===== src/design/pmcc_pkg.sv =====
// Purpose: Constants for the power mode and clock control block
// Assumes: 100 MHz bus clock; registers reached over AHB-Lite
// Notes: Offsets are byte addresses of aligned 32-bit words
// Functional notes
// - Sleep halts only the processor, keeps peripherals running and wakes on any interrupt or event.
// - Stop gates the core domain clocks and disables the PLL and both oscillators while keeping SRAM and registers.
// - During stop the regulator may be set to normal or low-power state.
// - Stop is left on any of the 16 external event lines or the other wake sources.
// - Standby switches off the regulator, the core domain and all oscillators; only backup state is kept.
// - Standby is left on reset pin, watchdog reset, wake pin rising edge or RTC alarm.
// - RTC, independent watchdog and their clocks keep running in stop and standby.
// - After reset the internal RC oscillator clocks the processor until software picks another source.
// - A selected external clock is monitored; on failure the system falls back to the RC oscillator and may interrupt.
// - Flash wait states are zero up to 24 MHz, one up to 48 MHz and two above.
package pmcc_pkg;
	// Register byte offsets
	localparam logic [7:0] OFF_CTRL = 8'h00;
	localparam logic [7:0] OFF_CLK = 8'h04;
	localparam logic [7:0] OFF_STAT = 8'h08;
	localparam logic [7:0] OFF_FREQ = 8'h0c;
	// Control fields
	localparam int CTRL_MODE_LSB = 0;
	localparam int CTRL_LPREG_BIT = 2;
	localparam int CTRL_ENTER_BIT = 3;
	localparam int CLK_SEL_LSB = 0;
	localparam int CLK_FIE_BIT = 2;
	localparam int CLK_MON_BIT = 3;
	localparam int STAT_FAIL_BIT = 8;
	// Reset values
	localparam logic [7:0] FREQ_RST = 8'h08;
	localparam logic [1:0] SEL_RST = 2'h0;
	// Frequency thresholds in MHz
	localparam logic [7:0] WS1_MHZ = 8'h18;
	localparam logic [7:0] WS2_MHZ = 8'h30;
	localparam logic [7:0] BUS_MAX_MHZ = 8'h48;
	localparam logic [7:0] SLOW_MAX_MHZ = 8'h24;
	// Clock failure: no edge seen within this window
	localparam int FAIL_NS = 1000;
	localparam int CLK_NS = 10;
	localparam logic [7:0] FAIL_CYC = 8'((FAIL_NS / CLK_NS));
	localparam int EXT_LINES = 16;
	// Power modes
	typedef enum logic [1:0] {
		PMCC_RUN = 2'b00,
		PMCC_SLEEP = 2'b01,
		PMCC_STOP = 2'b10,
		PMCC_STANDBY = 2'b11
	} pmcc_mode_type;
	// System clock sources
	typedef enum logic [1:0] {
		PMCC_SRC_RC = 2'b00,
		PMCC_SRC_XTAL = 2'b01,
		PMCC_SRC_PLL = 2'b10,
		PMCC_SRC_RSV = 2'b11
	} pmcc_src_type;
endpackage : pmcc_pkg


===== src/design/pmcc_clkmon.sv =====
// Purpose: Watch the external crystal oscillator for missing edges
// Assumes: Oscillator toggles far faster than the timeout window
// Notes: Output is a one-cycle failure pulse
`timescale 1ns/1ps
`default_nettype none
module pmcc_clkmon (
	// Clock and reset
	input wire logic i_clock,
	input wire logic i_rst_n,
	// Monitor
	input wire logic i_enable,
	input wire logic i_osc,
	output logic o_fail
);
	typedef struct packed {
		logic s1;
		logic s2;
		logic s3;
		logic [7:0] cnt;
		logic fail;
	} pmcc_mon_type;
	pmcc_mon_type st_r, st_nxt;
	// Synchronise the raw oscillator then count cycles since its last edge
	always_comb begin
		st_nxt = st_r;
		st_nxt.s1 = i_osc;
		st_nxt.s2 = st_r.s1;
		st_nxt.s3 = st_r.s2;
		st_nxt.fail = 1'b0;
		if (!i_enable || (st_r.s2 != st_r.s3)) begin
			st_nxt.cnt = 8'h00;
		end else if (st_r.cnt == pmcc_pkg::FAIL_CYC) begin
			st_nxt.fail = 1'b1;
			st_nxt.cnt = 8'h00;
		end else begin
			st_nxt.cnt = st_r.cnt + 8'h01;
		end
	end
	// State register
	always_ff @(posedge i_clock or negedge i_rst_n) begin
		if (!i_rst_n) begin
			st_r <= '0;
		end else begin
			st_r <= st_nxt;
		end
	end
	assign o_fail = st_r.fail;
endmodule : pmcc_clkmon
`default_nettype wire


===== src/design/pmcc_top.sv =====
// Purpose: Low-power mode sequencing, clock source selection, flash waits
// Assumes: Software at AHB-Lite; wake sources are asynchronous pins
// Notes: Mode entry is taken when the processor reports it is idle
//
// Our own choices: the register offsets and register access over AHB-Lite.
`timescale 1ns/1ps
`default_nettype none
module pmcc_top (
	// Clock and reset
	input wire logic i_clock,
	input wire logic i_rst_n,
	// AHB-Lite slave
	input wire logic i_hsel,
	input wire logic [31:0] i_haddr,
	input wire logic [1:0] i_htrans,
	input wire logic i_hwrite,
	input wire logic [2:0] i_hsize,
	input wire logic [31:0] i_hwdata,
	input wire logic i_hready,
	output logic [31:0] o_hrdata,
	output logic o_hreadyout,
	output logic o_hresp,
	// Processor and wake sources
	input wire logic i_cpu_idle,
	input wire logic i_irq_or_event,
	input wire logic [15:0] i_external_event_lines,
	input wire logic i_supply_voltage_monitor,
	input wire logic i_usb_wakeup,
	input wire logic i_rtc_alarm,
	input wire logic i_comparator_out,
	input wire logic i_serial_wakeup,
	input wire logic i_external_reset_pin_n,
	input wire logic i_independent_watchdog_rst,
	input wire logic i_wake_pin,
	input wire logic i_external_crystal_osc,
	// Power and clock controls
	output logic o_cpu_clk_en,
	output logic o_periph_clk_en,
	output logic o_core_clk_en,
	output logic o_pll_en,
	output logic o_internal_rc_osc_en,
	output logic o_external_crystal_osc_en,
	output logic o_regulator_on,
	output logic o_regulator_lowpower,
	output logic o_core_power_on,
	output logic o_rtc_wdg_clk_en,
	output logic [1:0] o_sysclk_sel,
	output logic [1:0] o_flash_wait,
	output logic o_standby_reset,
	output logic o_clk_fail_irq
);
	typedef struct packed {
		pmcc_pkg::pmcc_mode_type mode;
		pmcc_pkg::pmcc_mode_type req;
		logic lpreg;
		logic enter;
		pmcc_pkg::pmcc_src_type sel;
		logic fie;
		logic mon_en;
		logic fail;
		logic [7:0] freq;
		logic [1:0] wait_st;
		logic wake_q;
		logic dph_en;
		logic dph_wr;
		logic [7:0] dph_addr;
		logic [31:0] rdata;
		logic rd_wait;
		logic [21:0] sy1;
		logic [21:0] sy2;
		logic standby_rst;
	} pmcc_state_type;
	pmcc_state_type st_r, st_nxt;
	logic mon_fail;
	logic [21:0] raw_in;
	logic [15:0] ev;
	logic stop_wake;
	logic stby_wake;
	logic wake_rise;
	logic rd_hit;
	logic [31:0] rd_word;
	// Clock failure monitor runs whenever a source other than the RC oscillator is selected, outside stop and standby
	pmcc_clkmon u_mon (
		.i_clock(i_clock),
		.i_rst_n(i_rst_n),
		// Crystal is off in stop and standby, so its silence is no failure
		.i_enable(st_r.mon_en && !st_r.mode[1]),
		.i_osc(i_external_crystal_osc),
		.o_fail(mon_fail)
	);
	// All wake pins except i_irq_or_event pass two flip-flops before use
	assign raw_in = {i_external_event_lines, i_supply_voltage_monitor,
		i_usb_wakeup, i_rtc_alarm, i_comparator_out, i_serial_wakeup,
		i_wake_pin};
	assign ev = st_r.sy2[21:6];
	// Any external event line or peripheral wake source ends stop
	assign stop_wake = (|ev) || (|st_r.sy2[5:1]);
	assign wake_rise = st_r.sy2[0] && !st_r.wake_q;
	// Reset pin and watchdog reset go straight to the reset input here
	assign stby_wake = wake_rise || st_r.sy2[3];
	// Read mux
	always_comb begin
		rd_hit = 1'b1;
		rd_word = 32'h0000_0000;
		unique case (st_r.dph_addr)
			pmcc_pkg::OFF_CTRL: begin
				rd_word = {28'h0000000, st_r.enter, st_r.lpreg, st_r.req};
			end
			pmcc_pkg::OFF_CLK: begin
				rd_word = {28'h0000000, st_r.mon_en, st_r.fie, st_r.sel};
			end
			pmcc_pkg::OFF_STAT: begin
				rd_word = {23'h000000, st_r.fail, 2'h0, st_r.wait_st,
					2'h0, st_r.mode};
			end
			pmcc_pkg::OFF_FREQ: begin
				rd_word = {24'h000000, st_r.freq};
			end
			default: begin
				rd_hit = 1'b0;
			end
		endcase
	end
	// Next-state logic: bus, clock source, mode sequencing
	always_comb begin
		st_nxt = st_r;
		st_nxt.sy1 = raw_in;
		st_nxt.sy2 = st_r.sy1;
		st_nxt.wake_q = st_r.sy2[0];
		st_nxt.standby_rst = 1'b0;
		// Data phase of a captured write
		if (st_r.dph_en && st_r.dph_wr) begin
			unique case (st_r.dph_addr)
				pmcc_pkg::OFF_CTRL: begin
					st_nxt.req = pmcc_pkg::pmcc_mode_type'(i_hwdata[1:0]);
					st_nxt.lpreg = i_hwdata[pmcc_pkg::CTRL_LPREG_BIT];
					st_nxt.enter = i_hwdata[pmcc_pkg::CTRL_ENTER_BIT];
				end
				pmcc_pkg::OFF_CLK: begin
					st_nxt.sel = pmcc_pkg::pmcc_src_type'(i_hwdata[1:0]);
					st_nxt.fie = i_hwdata[pmcc_pkg::CLK_FIE_BIT];
				end
				pmcc_pkg::OFF_STAT: begin
					// Write one clears the failure flag
					if (i_hwdata[pmcc_pkg::STAT_FAIL_BIT]) begin
						st_nxt.fail = 1'b0;
					end
				end
				pmcc_pkg::OFF_FREQ: begin
					st_nxt.freq = i_hwdata[7:0];
				end
				default: begin
				end
			endcase
		end
		// A read waits one cycle so hrdata stands from a flip-flop at the
		// ready edge and already sees a write completed just before it
		if (st_r.dph_en && !st_r.dph_wr && !st_r.rd_wait) begin
			st_nxt.rdata = rd_hit ? rd_word : 32'h0000_0000;
			st_nxt.rd_wait = 1'b1;
		end else begin
			// Address phase capture; held while a read waits
			st_nxt.rd_wait = 1'b0;
			st_nxt.dph_en = i_hsel && i_hready && i_htrans[1];
			st_nxt.dph_wr = i_hwrite;
			st_nxt.dph_addr = i_haddr[7:0];
		end
		// Monitor only while an external source drives the system
		st_nxt.mon_en = (st_nxt.sel != pmcc_pkg::PMCC_SRC_RC);
		if (mon_fail) begin
			st_nxt.sel = pmcc_pkg::PMCC_SRC_RC;
			st_nxt.mon_en = 1'b0;
			st_nxt.fail = 1'b1; // Set beats a same-cycle clear
		end
		// Flash wait states follow the programmed processor clock
		if (st_nxt.sel == pmcc_pkg::PMCC_SRC_RC) begin
			st_nxt.freq = pmcc_pkg::FREQ_RST;
		end
		if (st_nxt.freq > pmcc_pkg::WS2_MHZ) begin
			st_nxt.wait_st = 2'h2;
		end else if (st_nxt.freq > pmcc_pkg::WS1_MHZ) begin
			st_nxt.wait_st = 2'h1;
		end else begin
			st_nxt.wait_st = 2'h0;
		end
		// Mode sequencing
		unique case (st_r.mode)
			pmcc_pkg::PMCC_RUN: begin
				if (st_r.enter && i_cpu_idle &&
					st_r.req != pmcc_pkg::PMCC_RUN) begin
					st_nxt.mode = st_r.req;
					st_nxt.enter = 1'b0;
				end
			end
			pmcc_pkg::PMCC_SLEEP: begin
				if (i_irq_or_event || stop_wake) begin
					st_nxt.mode = pmcc_pkg::PMCC_RUN;
				end
			end
			pmcc_pkg::PMCC_STOP: begin
				if (stop_wake) begin
					st_nxt.mode = pmcc_pkg::PMCC_RUN;
					st_nxt.sel = pmcc_pkg::PMCC_SRC_RC;
					st_nxt.mon_en = 1'b0;
					st_nxt.freq = pmcc_pkg::FREQ_RST;
					st_nxt.wait_st = 2'h0;
				end
			end
			pmcc_pkg::PMCC_STANDBY: begin
				if (stby_wake) begin
					// Leaving standby is a full reset of the core
					st_nxt = '0;
					st_nxt.freq = pmcc_pkg::FREQ_RST;
					st_nxt.sy1 = raw_in;
					st_nxt.sy2 = st_r.sy1;
					st_nxt.wake_q = st_r.sy2[0];
					st_nxt.standby_rst = 1'b1;
				end
			end
		endcase
	end
	// State register
	always_ff @(posedge i_clock or negedge i_rst_n) begin
		if (!i_rst_n) begin
			st_r <= '0;
			st_r.freq <= pmcc_pkg::FREQ_RST;
			st_r.sel <= pmcc_pkg::PMCC_SRC_RC;
		end else begin
			st_r <= st_nxt;
		end
	end
	// Reads insert one wait state; writes and idle answer at once, OKAY
	assign o_hreadyout = !(st_r.dph_en && !st_r.dph_wr && !st_r.rd_wait);
	assign o_hresp = 1'b0;
	assign o_hrdata = st_r.rdata;
	// Power and clock gating by mode
	assign o_cpu_clk_en = (st_r.mode == pmcc_pkg::PMCC_RUN);
	assign o_periph_clk_en = !st_r.mode[1];
	assign o_core_clk_en = !st_r.mode[1];
	assign o_pll_en = !st_r.mode[1] &&
		(st_r.sel == pmcc_pkg::PMCC_SRC_PLL);
	assign o_internal_rc_osc_en = !st_r.mode[1];
	assign o_external_crystal_osc_en = !st_r.mode[1] &&
		(st_r.sel != pmcc_pkg::PMCC_SRC_RC);
	assign o_regulator_on = (st_r.mode != pmcc_pkg::PMCC_STANDBY);
	assign o_regulator_lowpower = (st_r.mode == pmcc_pkg::PMCC_STOP) &&
		st_r.lpreg;
	assign o_core_power_on = (st_r.mode != pmcc_pkg::PMCC_STANDBY);
	assign o_rtc_wdg_clk_en = 1'b1;
	assign o_sysclk_sel = st_r.sel;
	assign o_flash_wait = st_r.wait_st;
	assign o_standby_reset = st_r.standby_rst;
	assign o_clk_fail_irq = st_r.fail && st_r.fie;
	// Bus limits stay software's job; unused pins kept for wiring
	logic unused_ok;
	assign unused_ok = &{1'b0, i_hsize, i_haddr[31:8],
		i_external_reset_pin_n, i_independent_watchdog_rst};
endmodule : pmcc_top
`default_nettype wire


===== config.mk =====
export PLATFORM = sky130hd
export DESIGN_NAME = pmcc_top
export DESIGN_NICKNAME = d
export VERILOG_FILES = /design/src/design/pmcc_pkg.sv /design/src/design/pmcc_clkmon.sv /design/src/design/pmcc_top.sv
export SDC_FILE = /design/constraint.sdc
export NUM_CORES = 1
export LEC_CHECK = 0
export BUFFER_PORTS_ARGS = -buffer_cell sky130_fd_sc_hd__buf_2
export CAP_MARGIN = 15
export CORE_MARGIN = 1
export CORE_UTILIZATION = 51
export CTS_CLUSTER_SIZE = 30
export DETAILED_ROUTE_END_ITERATION = 8
export GPL_ROUTABILITY_DRIVEN = 0
export GPL_TIMING_DRIVEN = 0
export PLACE_DENSITY = 0.83
export SKIP_LAST_GASP = 1
export SYNTH_ARGS = -nofsm -noshare
export SYNTH_HDL_FRONTEND = slang
export SYNTH_SLANG_ARGS = --single-unit

===== constraint.sdc =====
create_clock -name i_clock -period 2.3 [get_ports i_clock]
set_clock_uncertainty 0.2 [all_clocks]
set_input_delay 0.23 -clock i_clock [delete_from_list [all_inputs] [get_ports i_clock]]
set_output_delay 0.23 -clock i_clock [all_outputs]
set_load 0.03 [all_outputs]

== Word level (Yosys, flattened, before mapping) ==
Index checks and enable logic that the tools add are counted.
Storage, ports and cells
  memories: 0
  logic and storage cells: 113
  bits in registers: 122
  bits in read-only memories: 0
  memory bits (writable): 0
  input bits: 101
  bits in latches: 0
  output and inout bits: 50
Cells by class
  eq/ne operators: 14
  multiply operators: 0
  reductions and logical operators: 33
  add/subtract/negate cells: 1
  divide/modulo/power cells: 0
  multiplexer cells: 39
  shifts and indexed selects: 0
  $lt $le $gt $ge: 2
  bitwise operators: 0
Operators by type and width (number)
  two-way mux 110 bit: 1
  two-way mux 89 bit: 1
  two-way mux 32 bit: 2
  case mux 9 bit (4 select lines): 1
  two-way mux 8 bit: 4
  two-way mux 10 bit: 2
  case mux 10 bit (2 select lines): 1
  == test 8 x 4 -> 1 bit (second input constant): 2
  OR reduction 16 bit: 1
  two-way mux 2 bit: 7
  logical AND 1 bit: 13
  two-way mux 1 bit: 11
  two-way mux 9 bit: 1
  adder 8 x 1 -> 8 bit (second input constant): 1
  == test 8 x 3 -> 1 bit (second input constant): 1
  == test 8 x 7 -> 1 bit (second input constant): 1
  > comparator 8 x 5 -> 1 bit (second input constant): 1
  > comparator 8 x 6 -> 1 bit (second input constant): 1
  zero test 8 bit: 1
  inequality test 2 bit (second input constant): 4
  case mux 2 bit (4 select lines): 1
  two-way mux 7 bit: 1
  == test 2 bit (second input constant): 3
  zero test 1 bit: 6
  other kinds (13): 21

== Longest topological paths before layout ==
Gate-level depths: netlist of the first run.
  depth in word-level cells: 11
  gate-level depth with buffers: 7
  mapped depth without buffers: 6

== By module ==
Synthesis of the first run repeated with hierarchy kept, for this count alone.
Second synthesis, totals
  cell total of the unflattened synthesis: 409
  area total of the unflattened synthesis: 4942.2 um^2
Modules (own cells, without submodules)
  pmcc_top: area an instance 4395.5 um^2, cells each 362, instances 1, sequential area each 2753.9 um^2
  pmcc_clkmon: area an instance 546.8 um^2, cells each 47, instances 1, sequential area each 300.3 um^2

== Worst setup path before layout of the first run ==
No wires, ideal clock.
  kind: register to register
  start: register st_r[109] in the netlist's numbering
  end: register st_r, in the netlist o_hrdata[13]
  period minus slack after synthesis: 1975 ps
  path slack: 325 ps
  library setup time: 119 ps
  data required time: 1981 ps
  path buffers: 1
  arrival time: 1656 ps
  cell stages (with the launch flop): 7
  cell sequence: dfrtp_1 -> ha_1 -> inv_1 -> a21oi_1 -> nor2_1 -> clkbuf_1 -> and2_1
RTL lines
  start: declaration: line pmcc_top.sv:73  | pmcc_state_type st_r, st_nxt;
  start signal: assignment: line pmcc_top.sv:229  | st_r <= st_nxt;

==> results of run 1 <==
==> report_power, final <==
part           internal (mW)  switching, mW
Combinational          0.158          0.208
Clock                   1.59           1.09
Sequential              2.22         0.0481
==> layout make-up <==
type                       count  share of cell area (%)
buffer                        54                    5.47
clock buffer                  17                    6.25
clock inverter                15                    2.74
inverter                      12                   0.680
multi-input combinational    209                    21.6
sequential                   122                    46.1
tap                          129                    2.43
timing repair buffer         144                    14.8
==> sequential cells by signal, indices dropped and copies added, names as in the netlist <==
name / cells
u_mon.st_nxt: 2
st_r: 57
u_mon.o_fail: 1
o_flash_wait: 2
o_sysclk_sel: 2
o_standby_reset: 1
ev: 16
o_hrdata: 32
u_mon.st_r: 9
==> per-stage QoR <==
| stage | utilization (%) | setup TNS, ns |
|---|---|---|
| global placement | 59.6 | -65.78 |
| global route | 71.7 | 0 |
| CTS | 71.5 | 0 |
| finish | 71.7 | 0 |
| floorplan | - | 0 |
| detailed placement | 60.0 | -6.80 |
==> layout by cell type (no fill, tap or decap), drive strengths merged, types with 5 or more instances in the layout <==
master,instances
nor3,13
dlygate4sd3,45
nor2,34
o21ai,5
inv,21
dfrtp,121
clkbuf,26
ha,7
nand3,9
buf,144
and2,26
a21oi,13
mux2i,19
nand2,24
a22oi,6
xnor2,5
nor4,9
==> synthesized netlist by cell type, drive strengths merged, types with 5 or more instances <==
cell type    n
dfrtp      121
buf         45
nor2        34
and2        26
nand2       24
mux2i       19
a21oi       13
nor3        13
inv         12
clkbuf       9
nand3        9
nor4         9
ha           7
a22oi        6
o21ai        5
xnor2        5
==> routing by layer <==
layer	part of all wire, %	vias to the layer above	track usage [%]
met4	1.4	0	8.37
met5	0	-	0
met1	42	1731	30.4
li1	-	1632	-
met2	51	122	41.4
met3	5.0	23	6.39
==> cells by family after synthesis <==
group           after synthesis
flops                       122
compound gates               36
mux                          25
buf+inv                      66
other cells                   2
simple gates                132
fa+ha+maj                     7
xor+xnor                      7
==> final timing paths <==
check                          startpoint  cells after the start            to  slack, ns
min                               i_rst_n                      2  o_hrdata[14]       0.05
max in group asynchronous         i_rst_n                      3      st_r[94]       1.06
min reg2reg                      st_r[27]                      0       st_r[5]       0.15
max                             st_r[109]                      6  o_hrdata[20]       0.14
max reg2reg                     st_r[109]                      6  o_hrdata[20]       0.14
min in group i_clock       i_irq_or_event                      5     st_r[109]       0.07
==> what timing repair did <==
action                                 CTS  global route
hold buffers                            45             0
buffers inserted                         1             2
pin swaps                                1             1
resized for setup                        2             5
endpoints found under the hold margin   92             0
setup endpoints to repair               44            23
==> worst register-to-register path, cell delays in order (launching register included) <==
cell and delay, ns:
dfrtp_1 0.47, ha_1 0.26, inv_1 0.16, a21oi_4 0.10
nor2_1 0.35, clkbuf_1 0.34, and2_1 0.22
==> run_results.csv, run 1 <==
group,metric,value,unit
synthesis,synth_mux_area_share,5.83,%
synthesis,synth_area_leader_cell,"dfrtp_1",
clock_tree,numClockSinks,122,
synthesis,synth_nets,505,
timing,drv_slew,0,
drt,drtIter0Drc,212,
global_route,grt_pass1_vias,3593,
synthesis,netlist-cell-type-count,45,
synthesis,synth_top_family_by_area,"simple AND/OR/NAND/NOR gates",
synthesis,netlist_instances,397,
place,pre_cts_slack,-0.286,ns
setup_path,path_delay_family,"simple AND/OR/NAND/NOR gates",
timing,fin_crit,2.16,ns
timing,hold_violations,0,
clock_tree,cts_htree_levels,4,
synthesis,syn-mean-instance-area,12.3,um2
pwr,powerDensity,802,nW/um2
timing,max_clock_freq,462,MHz
timing,worstMarginPinSlew,0.653,ns
cells_and_area,final_cell_area,6630,um2
global_route,grt_first_pass_wirelength,18.0,mm
synthesis,synth-simple-area-share,14.8,%
cells_and_area,fillers,639,
timing,fin_crit_sh,94.1,%
setup_path,cp.arrival,2.41,ns
cells_and_area,num_antenna_cells,0,
clock_tree,tritoncts,"built",
clock_tree,cts-root-buf,"clkbuf_8",
global_route,grtUsageTotal,24.4,%
synthesis,dominantRegCellSynth,"dfrtp_1",
pwr,leakage,3.31,nW
synthesis,netlist_area,4870,um2
synthesis,synthDominantCellAreaShare,62.1,%
floorplanning,core_area,9240,um2
drt,drt-pass1-iter-count,4,
setup_path,max_stage_delay,0.47,ns
clock_tree,cts_inserted_buffers,17,
cells_and_area,finalNonFillerCells,702,
synthesis,seq_area_frac_synth,62.7,%
cells_and_area,multi_input_area,1430,um2
pwr,total_power,5.32,mW
setup_path,critPathRequiredTime,2.55,ns
synthesis,synth-adder-area-share,1.80,%
synthesis,ys_ff_latch,122,
synthesis,synth_compound_gate_area_share,5.21,%
clock_tree,clockBufferDepth,2,
global_route,antenna_found_initial,0,
cells_and_area,final_nets,668,
timing,setup_violations,0,
drt,via_count,3508,
synthesis,synth_xor_area_share,1.26,%
floorplanning,dieWidth,99.8,um
setup_path,critPathLaunchType,"flip-flop",
global_route,grt_max_degree,81,
setup_path,path_max_fanout,10,
cells_and_area,final_layout_size_suffix_gt1_share,33.5,%
floorplanning,die_h,99.8,um
synthesis,ys_async_sr_fraction,100,%
synthesis,synth_area_leaders,"dfrtp_1 62%, buf_4 6.3%, mux2i_1 3.9%",
floorplanning,start_util,52.7,%
floorplanning,fp-row-count,35,
place,hpwl,6.52,mm
timing,fin_ws,0.136,ns
setup_path,crit_type,"reg -> reg",
pwr,irDropWorstVdd,0.719,mV
drt,drt-total-wl,11.2,mm
timing,holdWs,0.0471,ns
floorplanning,dieArea,9950,um2
clock_tree,clkLatencyLatePin,0.52,ns
synthesis,synth-warning-count,0,
timing,rsz0062_at_grt,"false",
global_route,grt_overflow_total,0,
worst_hold_path,hold_path_class,"in -> async",
setup_path,crit_slowest_cell,"dfrtp_1",
cells_and_area,synthToLayoutAreaGrowth,36.0,%
synthesis,synth_edf_count,0,
cells_and_area,seqCellArea,3050,um2
setup_path,path_cells,"ha_1 > inv_1 > a21oi_4 > nor2_1 > clkbuf_1 > and2_1",
floorplanning,pin_count,151,
job,maxCapViolCount,0,
timing,relSlewSlack,56.1,%
place,place_area,5540,um2
place,numPortBuffers,95,
clock_tree,clkTransAtPathRegs,0.06,ns
drt,vias_per_cell,5.00,
drt,ant_nets,0,
setup_path,cp-end-kind,"flip-flop",
outcome,outcome,"finished clean",
setup_path,worst-path-buf-inv,2,
drt,routedWlPerCell,16.0,um
drt,drc_errors,0,
place,dp.cells,622,
(Power assumes the default switching activity.)
==> run 2: changes to the inputs <==
RECOVER_POWER = 100   (was not set)
==> run 2 against run 1 <==
Combinational power is 2% lower; flip-flop and latch count stayed put; routed wire length hardly changed; via count is 0.68% lower; maximum frequency is 0.58% lower; setup slack worse by 0.013 ns; non-clock buffer count stayed put; power is 0.21% lower; largest cell class unchanged; highest routed layer unchanged.
==> run_results.csv, run 2 (synthesis gave the netlist of run 1 again) <==
group,metric,value,unit
pwr,total_power,5.31,mW
clock_tree,clockBufferDepth,2,
worst_hold_path,hold_path_class,"in -> reg",
setup_path,r2r_start,"st_r[83]",
cells_and_area,synthToLayoutAreaGrowth,34.4,%
timing,hold_violations,0,
setup_path,cp.arrival,2.38,ns
floorplanning,pin_count,151,
floorplanning,dieWidth,99.8,um
place,numPortBuffers,95,
setup_path,crit_path_end,"o_flash_wait[0]",
drt,drtIter0Drc,250,
setup_path,reg2reg_slack,0.12,ns
clock_tree,cts_inserted_buffers,17,
pwr,leakage,3.12,nW
cells_and_area,mostFrequentLayoutCells,"121 x dfrtp_1, 53 x clkbuf_1, 47 x buf_2",
floorplanning,start_util,52.7,%
drt,routedWlPerCell,16.0,um
floorplanning,fp-row-count,35,
clock_tree,numClockSinks,122,
drt,ant_nets,0,
setup_path,critPathRequiredTime,2.51,ns
cells_and_area,finalNonFillerCells,702,
cells_and_area,final_nets,668,
drt,drt-total-wl,11.2,mm
cells_and_area,num_antenna_cells,0,
setup_path,cp-end-kind,"flip-flop",
clock_tree,clkTransAtPathRegs,0.06,ns
floorplanning,core_area,9240,um2
timing,fin_crit_sh,94.7,%
timing,drv_slew,0,
timing,fin_ws,0.123,ns
timing,tns,0,ns
setup_path,crit_start,"st_r[83]",
place,hpwl,6.52,mm
drt,drt-pass1-iter-count,5,
floorplanning,die_h,99.8,um
timing,worstMarginPinSlew,1.06,ns
timing,rsz0062_at_grt,"false",
cells_and_area,post-route-util,70.9,%
clock_tree,tritoncts,"built",
timing,fin_crit,2.18,ns
timing,holdWs,0.0685,ns
global_route,grt_max_degree,81,
global_route,grtUsageTotal,24.4,%
cells_and_area,largest_register_ffs,57,
cells_and_area,final_common_cell,"dfrtp_1",
drt,drc_errors,0,
global_route,grt_first_pass_wirelength,18.0,mm
cells_and_area,final_cell_area,6550,um2
clock_tree,clkLatencyLatePin,0.51,ns
setup_path,worst_r2r_path_depth,5,
job,maxCapViolCount,0,
pwr,powerDensity,810,nW/um2
global_route,grt_overflow_total,0,
clock_tree,cts-root-buf,"clkbuf_8",
timing,relSlewSlack,29.7,%
drt,vias_per_cell,4.96,
drt,via_count,3484,
worst_hold_path,min_from,"i_irq_or_event",
place,pre_cts_slack,-0.286,ns
cells_and_area,largest-register,"st_r",
global_route,antenna_found_initial,0,
cells_and_area,final_layout_size_suffix_gt1_share,25.5,%
setup_path,r2r_end,"o_flash_wait[0]",
timing,max_clock_freq,459,MHz
clock_tree,cts_htree_levels,4,
outcome,outcome,"finished clean",
setup_path,critPathLaunchType,"flip-flop",
global_route,grt_pass1_vias,3593,
place,dp.cells,622,
setup_path,path_max_fanout,10,
pwr,irDropWorstVdd,0.713,mV
timing,setup_violations,0,
floorplanning,dieArea,9950,um2
place,place_area,5540,um2
setup_path,crit_type,"reg -> reg",
==> run 2: final cells by class <==
class | count | area [um2]
repair buffers | 144 | 903
flip-flops and latches | 122 | 3050
multi-input cells | 209 | 1430
well taps | 129 | 161
fillers | 668 | 2690
clock buffers | 17 | 414
inverters | 12 | 45.0
plain buffers | 54 | 363
clock inverters | 15 | 181
==> run 2: timing repair <==
item	in CTS	in global routing
endpoints found under the setup margin	44	23
gates resized for setup	2	5
buffers inserted	1	2
pin swaps	1	1
hold buffers	45	0
endpoints found under the hold margin	92	0
cloned	0	0
==> run 2: worst min path at each step <==
stage                         endpoint  slack (ns)  cells after the start
after floorplan                  ev[0]       -0.27                      0
after global placement           ev[5]        0.13                      0
after detailed placement  o_hrdata[16]        0.07                      1
after CTS                    st_r[109]        0.05                      5
after global routing         st_r[109]        0.12                      5
final                        st_r[109]        0.07                      5
==> run 2: power by group <==
group	switching, mW	internal (mW)	total [mW]
clock	1.09	1.59	2.68
combinational	0.207	0.151	0.358
sequential	0.0475	2.22	2.27
total	1.35	3.96	5.31
==> run 2: critical path: stages (launching register included) <==
cell and delay [ns]:
dfrtp_1 0.40, nor4_2 0.40, nand4b_1 0.29, mux2i_1 0.21
clkbuf_2 0.23, a2111oi_4 0.35
==> run 2: metal layers <==
metal,global-route usage [%],wire length (um),up-vias
met1,30.4,4760,1704
met4,8.37,138,0
met2,41.4,5750,128
met3,6.39,594,18
li1,-,-,1634
met5,0,0,-
==> run 3: changes to the inputs <==
ABC_AREA = 1   (was not set)
CAP_MARGIN = 30   (was 15)
PLACE_DENSITY = 0.82   (was 0.83)
==> run 3 against run 2 <==
Maximum frequency shrank 2.3%; synthesized cell count increased by 30%; count of clock-buffer cells in the layout unchanged; sequential power increased by 5%; register-to-register slack better by 0.05 ns; die area rose by 3.3%; sequential share of layout area shrank 0.80 points; first-iteration DRC count rose by 21%; hold slack improved by 0.0069 ns; non-clock buffer count down 5; largest cell class unchanged; synthesized area is 3.3% higher; global-route usage grew 1.0 points.
==> run_results.csv, run 3 <==
group,metric,value,unit
outcome,outcome,"finished clean",
setup_path,path_max_fanout,11,
drt,drc_errors,0,
setup_path,reg2reg_slack,0.17,ns
drt,drt-pass1-iter-count,5,
clock_tree,cts-root-buf,"clkbuf_8",
global_route,grt_overflow_total,0,
worst_hold_path,hold_path_class,"in -> reg",
drt,routedWlPerCell,14.5,um
clock_tree,tritoncts,"built",
timing,rsz0062_at_grt,"false",
place,pre_cts_slack,0.231,ns
job,maxCapViolCount,0,
synthesis,synth_compound_gate_area_share,6.01,%
place,place_area,5700,um2
timing,fin_ws,0.0728,ns
floorplanning,pin_count,151,
synthesis,synth_xor_area_share,0,%
cells_and_area,mostFrequentLayoutCells,"120 x dfrtp_1, 97 x nand2_1, 73 x nor2_1",
timing,worstMarginPinSlew,1.02,ns
pwr,irDropWorstVdd,0.809,mV
place,numPortBuffers,95,
global_route,grt_first_pass_wirelength,19.3,mm
synthesis,ys_ff_latch,122,
drt,drt-total-wl,11.8,mm
floorplanning,dieWidth,101,um
global_route,top_usage_layer,"met2",
synthesis,synth_edf_count,0,
global_route,grt_pass1_vias,4165,
clock_tree,numClockSinks,122,
drt,vias_per_cell,4.96,
synthesis,synth_nets,625,
synthesis,synth_area_leaders,"dfrtp_1 60%, nand2_1 7.2%, buf_4 6.1%",
setup_path,critPathLaunchType,"flip-flop",
cells_and_area,post-route-util,70.8,%
cells_and_area,largest-register,"st_r",
clock_tree,cts_htree_levels,4,
clock_tree,clkTransAtPathRegs,0.06,ns
setup_path,crit_path_end,"o_regulator_on",
synthesis,synth-warning-count,0,
floorplanning,core_area,9420,um2
synthesis,synthDominantCellAreaShare,60.1,%
setup_path,crit_start,"st_r[109]",
global_route,grt_use_met1,28.7,%
synthesis,synth-adder-area-share,1.74,%
drt,via_count,4056,
synthesis,synth_top_family_by_area,"simple AND/OR/NAND/NOR gates",
cells_and_area,final_cell_area,6670,um2
cells_and_area,largest_register_ffs,57,
synthesis,syn-mean-instance-area,9.74,um2
synthesis,yosys-top-cells-count,"121 x dfrtp_1, 97 x nand2_1, 71 x nor2_1",
worst_hold_path,min_from,"i_irq_or_event",
timing,relSlewSlack,32.1,%
setup_path,r2r_start,"st_r[78]",
floorplanning,die_h,101,um
floorplanning,fp-row-count,35,
timing,fin_crit,2.23,ns
timing,tns,0,ns
global_route,grtUsageMet3,6.49,%
clock_tree,cts_inserted_buffers,17,
cells_and_area,final_common_cell,"dfrtp_1",
synthesis,seq_area_frac_synth,60.6,%
timing,setup_violations,0,
synthesis,synth_mux_area_share,0,%
floorplanning,start_util,53.5,%
synthesis,netlist-cell-type-count,36,
synthesis,netlist_instances,517,
global_route,grtUsageTotal,25.4,%
synthesis,ys_async_sr_fraction,100,%
setup_path,crit_type,"reg -> out",
timing,fin_crit_sh,96.8,%
global_route,antenna_found_initial,0,
drt,drtIter0Drc,302,
pwr,leakage,3.33,nW
place,hpwl,7.14,mm
timing,max_clock_freq,449,MHz
synthesis,synth.most_common_cell,"dfrtp_1",
drt,ant_nets,0,
setup_path,critPathRequiredTime,1.87,ns
setup_path,cp.arrival,1.80,ns
synthesis,synth_area_leader_cell,"dfrtp_1",
clock_tree,clkLatencyLatePin,0.51,ns
setup_path,cp-end-kind,"output pin",
cells_and_area,final_nets,783,
floorplanning,dieArea,10300,um2
timing,drv_slew,0,
global_route,grt_max_degree,82,
setup_path,r2r_end,"o_flash_wait[1]",
setup_path,worst_r2r_path_depth,11,
synthesis,netlist_area,5040,um2
clock_tree,clockBufferDepth,2,
cells_and_area,num_antenna_cells,0,
pwr,powerDensity,852,nW/um2
cells_and_area,final_layout_size_suffix_gt1_share,22.4,%
timing,hold_violations,0,
cells_and_area,synthToLayoutAreaGrowth,32.4,%
synthesis,synth-simple-area-share,20.5,%
global_route,met2_usage,45.3,%
synthesis,dominantRegCellSynth,"dfrtp_1",
-- run 3: metrics by stage --
| step | total power, mW | hold WS, ns | instances |
|---|---|---|---|
| 2_1_floorplan | 2.74 | -0.266 | 517 |
| 3_3_place_gp | 2.93 | 0.133 | 741 |
| 3_5_place_dp | 2.96 | 0.0515 | 742 |
| 4_1_cts | 5.70 | 0.0477 | 818 |
| 5_1_grt | 5.91 | 0.0645 | 817 |
| 6_report | 5.68 | 0.0753 | 817 |
-- run 3: power by group --
| group | leakage (nW) | total, mW | internal [mW] | switching (mW) |
|---|---|---|---|---|
| clock | 0.290 | 2.68 | 1.67 | 1.01 |
| sequential | 1.56 | 2.38 | 2.27 | 0.106 |
| combinational | 1.48 | 0.616 | 0.222 | 0.393 |
| total | 3.33 | 5.68 | 4.17 | 1.51 |
-- run 3: worst min-delay path by stage --
| stage | to | cells after the start |
|---|---|---|
| floorplan | ev[0] | 0 |
| global placement | st_r[3] | 0 |
| detailed placement | u_mon.st_r[7] | 1 |
| CTS | st_r[108] | 6 |
| global route | st_r[108] | 6 |
| finish | st_r[108] | 6 |
-- run 3: timing repair --
| item | in CTS | in global routing |
|---|---|---|
| setup endpoints to repair | 3 | 2 |
| gates resized for setup | 4 | 2 |
| cloned | 0 | 0 |
| hold endpoints to repair | 107 | 0 |
| buffers inserted | 0 | 0 |
| hold buffers | 44 | 0 |
-- run 3: logic make-up after synthesis --
group / after synthesis
other: 2
AO/OA/AOI/OAI: 53
buffers and inverters: 105
flip-flops: 122
adder cells (fa/ha/maj): 7
AND/OR/NAND/NOR: 228
-- run 3: worst max-delay path: stages (launching register included) --
cell and delay, ns:
dfrtp_2 0.47, ha_1 0.24, inv_1 0.11, buf_6 0.16, buf_4 0.12, buf_2 0.18
-- run 3: area by class of cell --
cell class,count,area [um2]
flip-flops and latches,122,3060
clock inverters,15,189
repair buffers,140,873
multi-input cells,290,1420
clock buffers,17,414
well taps,129,161
fillers,671,2750
plain buffers,53,362
inverters,51,191
-- run 3: layer usage --
metal  vias up  part of all wire (%)
met4         0                   3.0
met5         -                     0
met1      1982                    39
li1       1901                     -
met2       143                    53
met3        30                   5.2
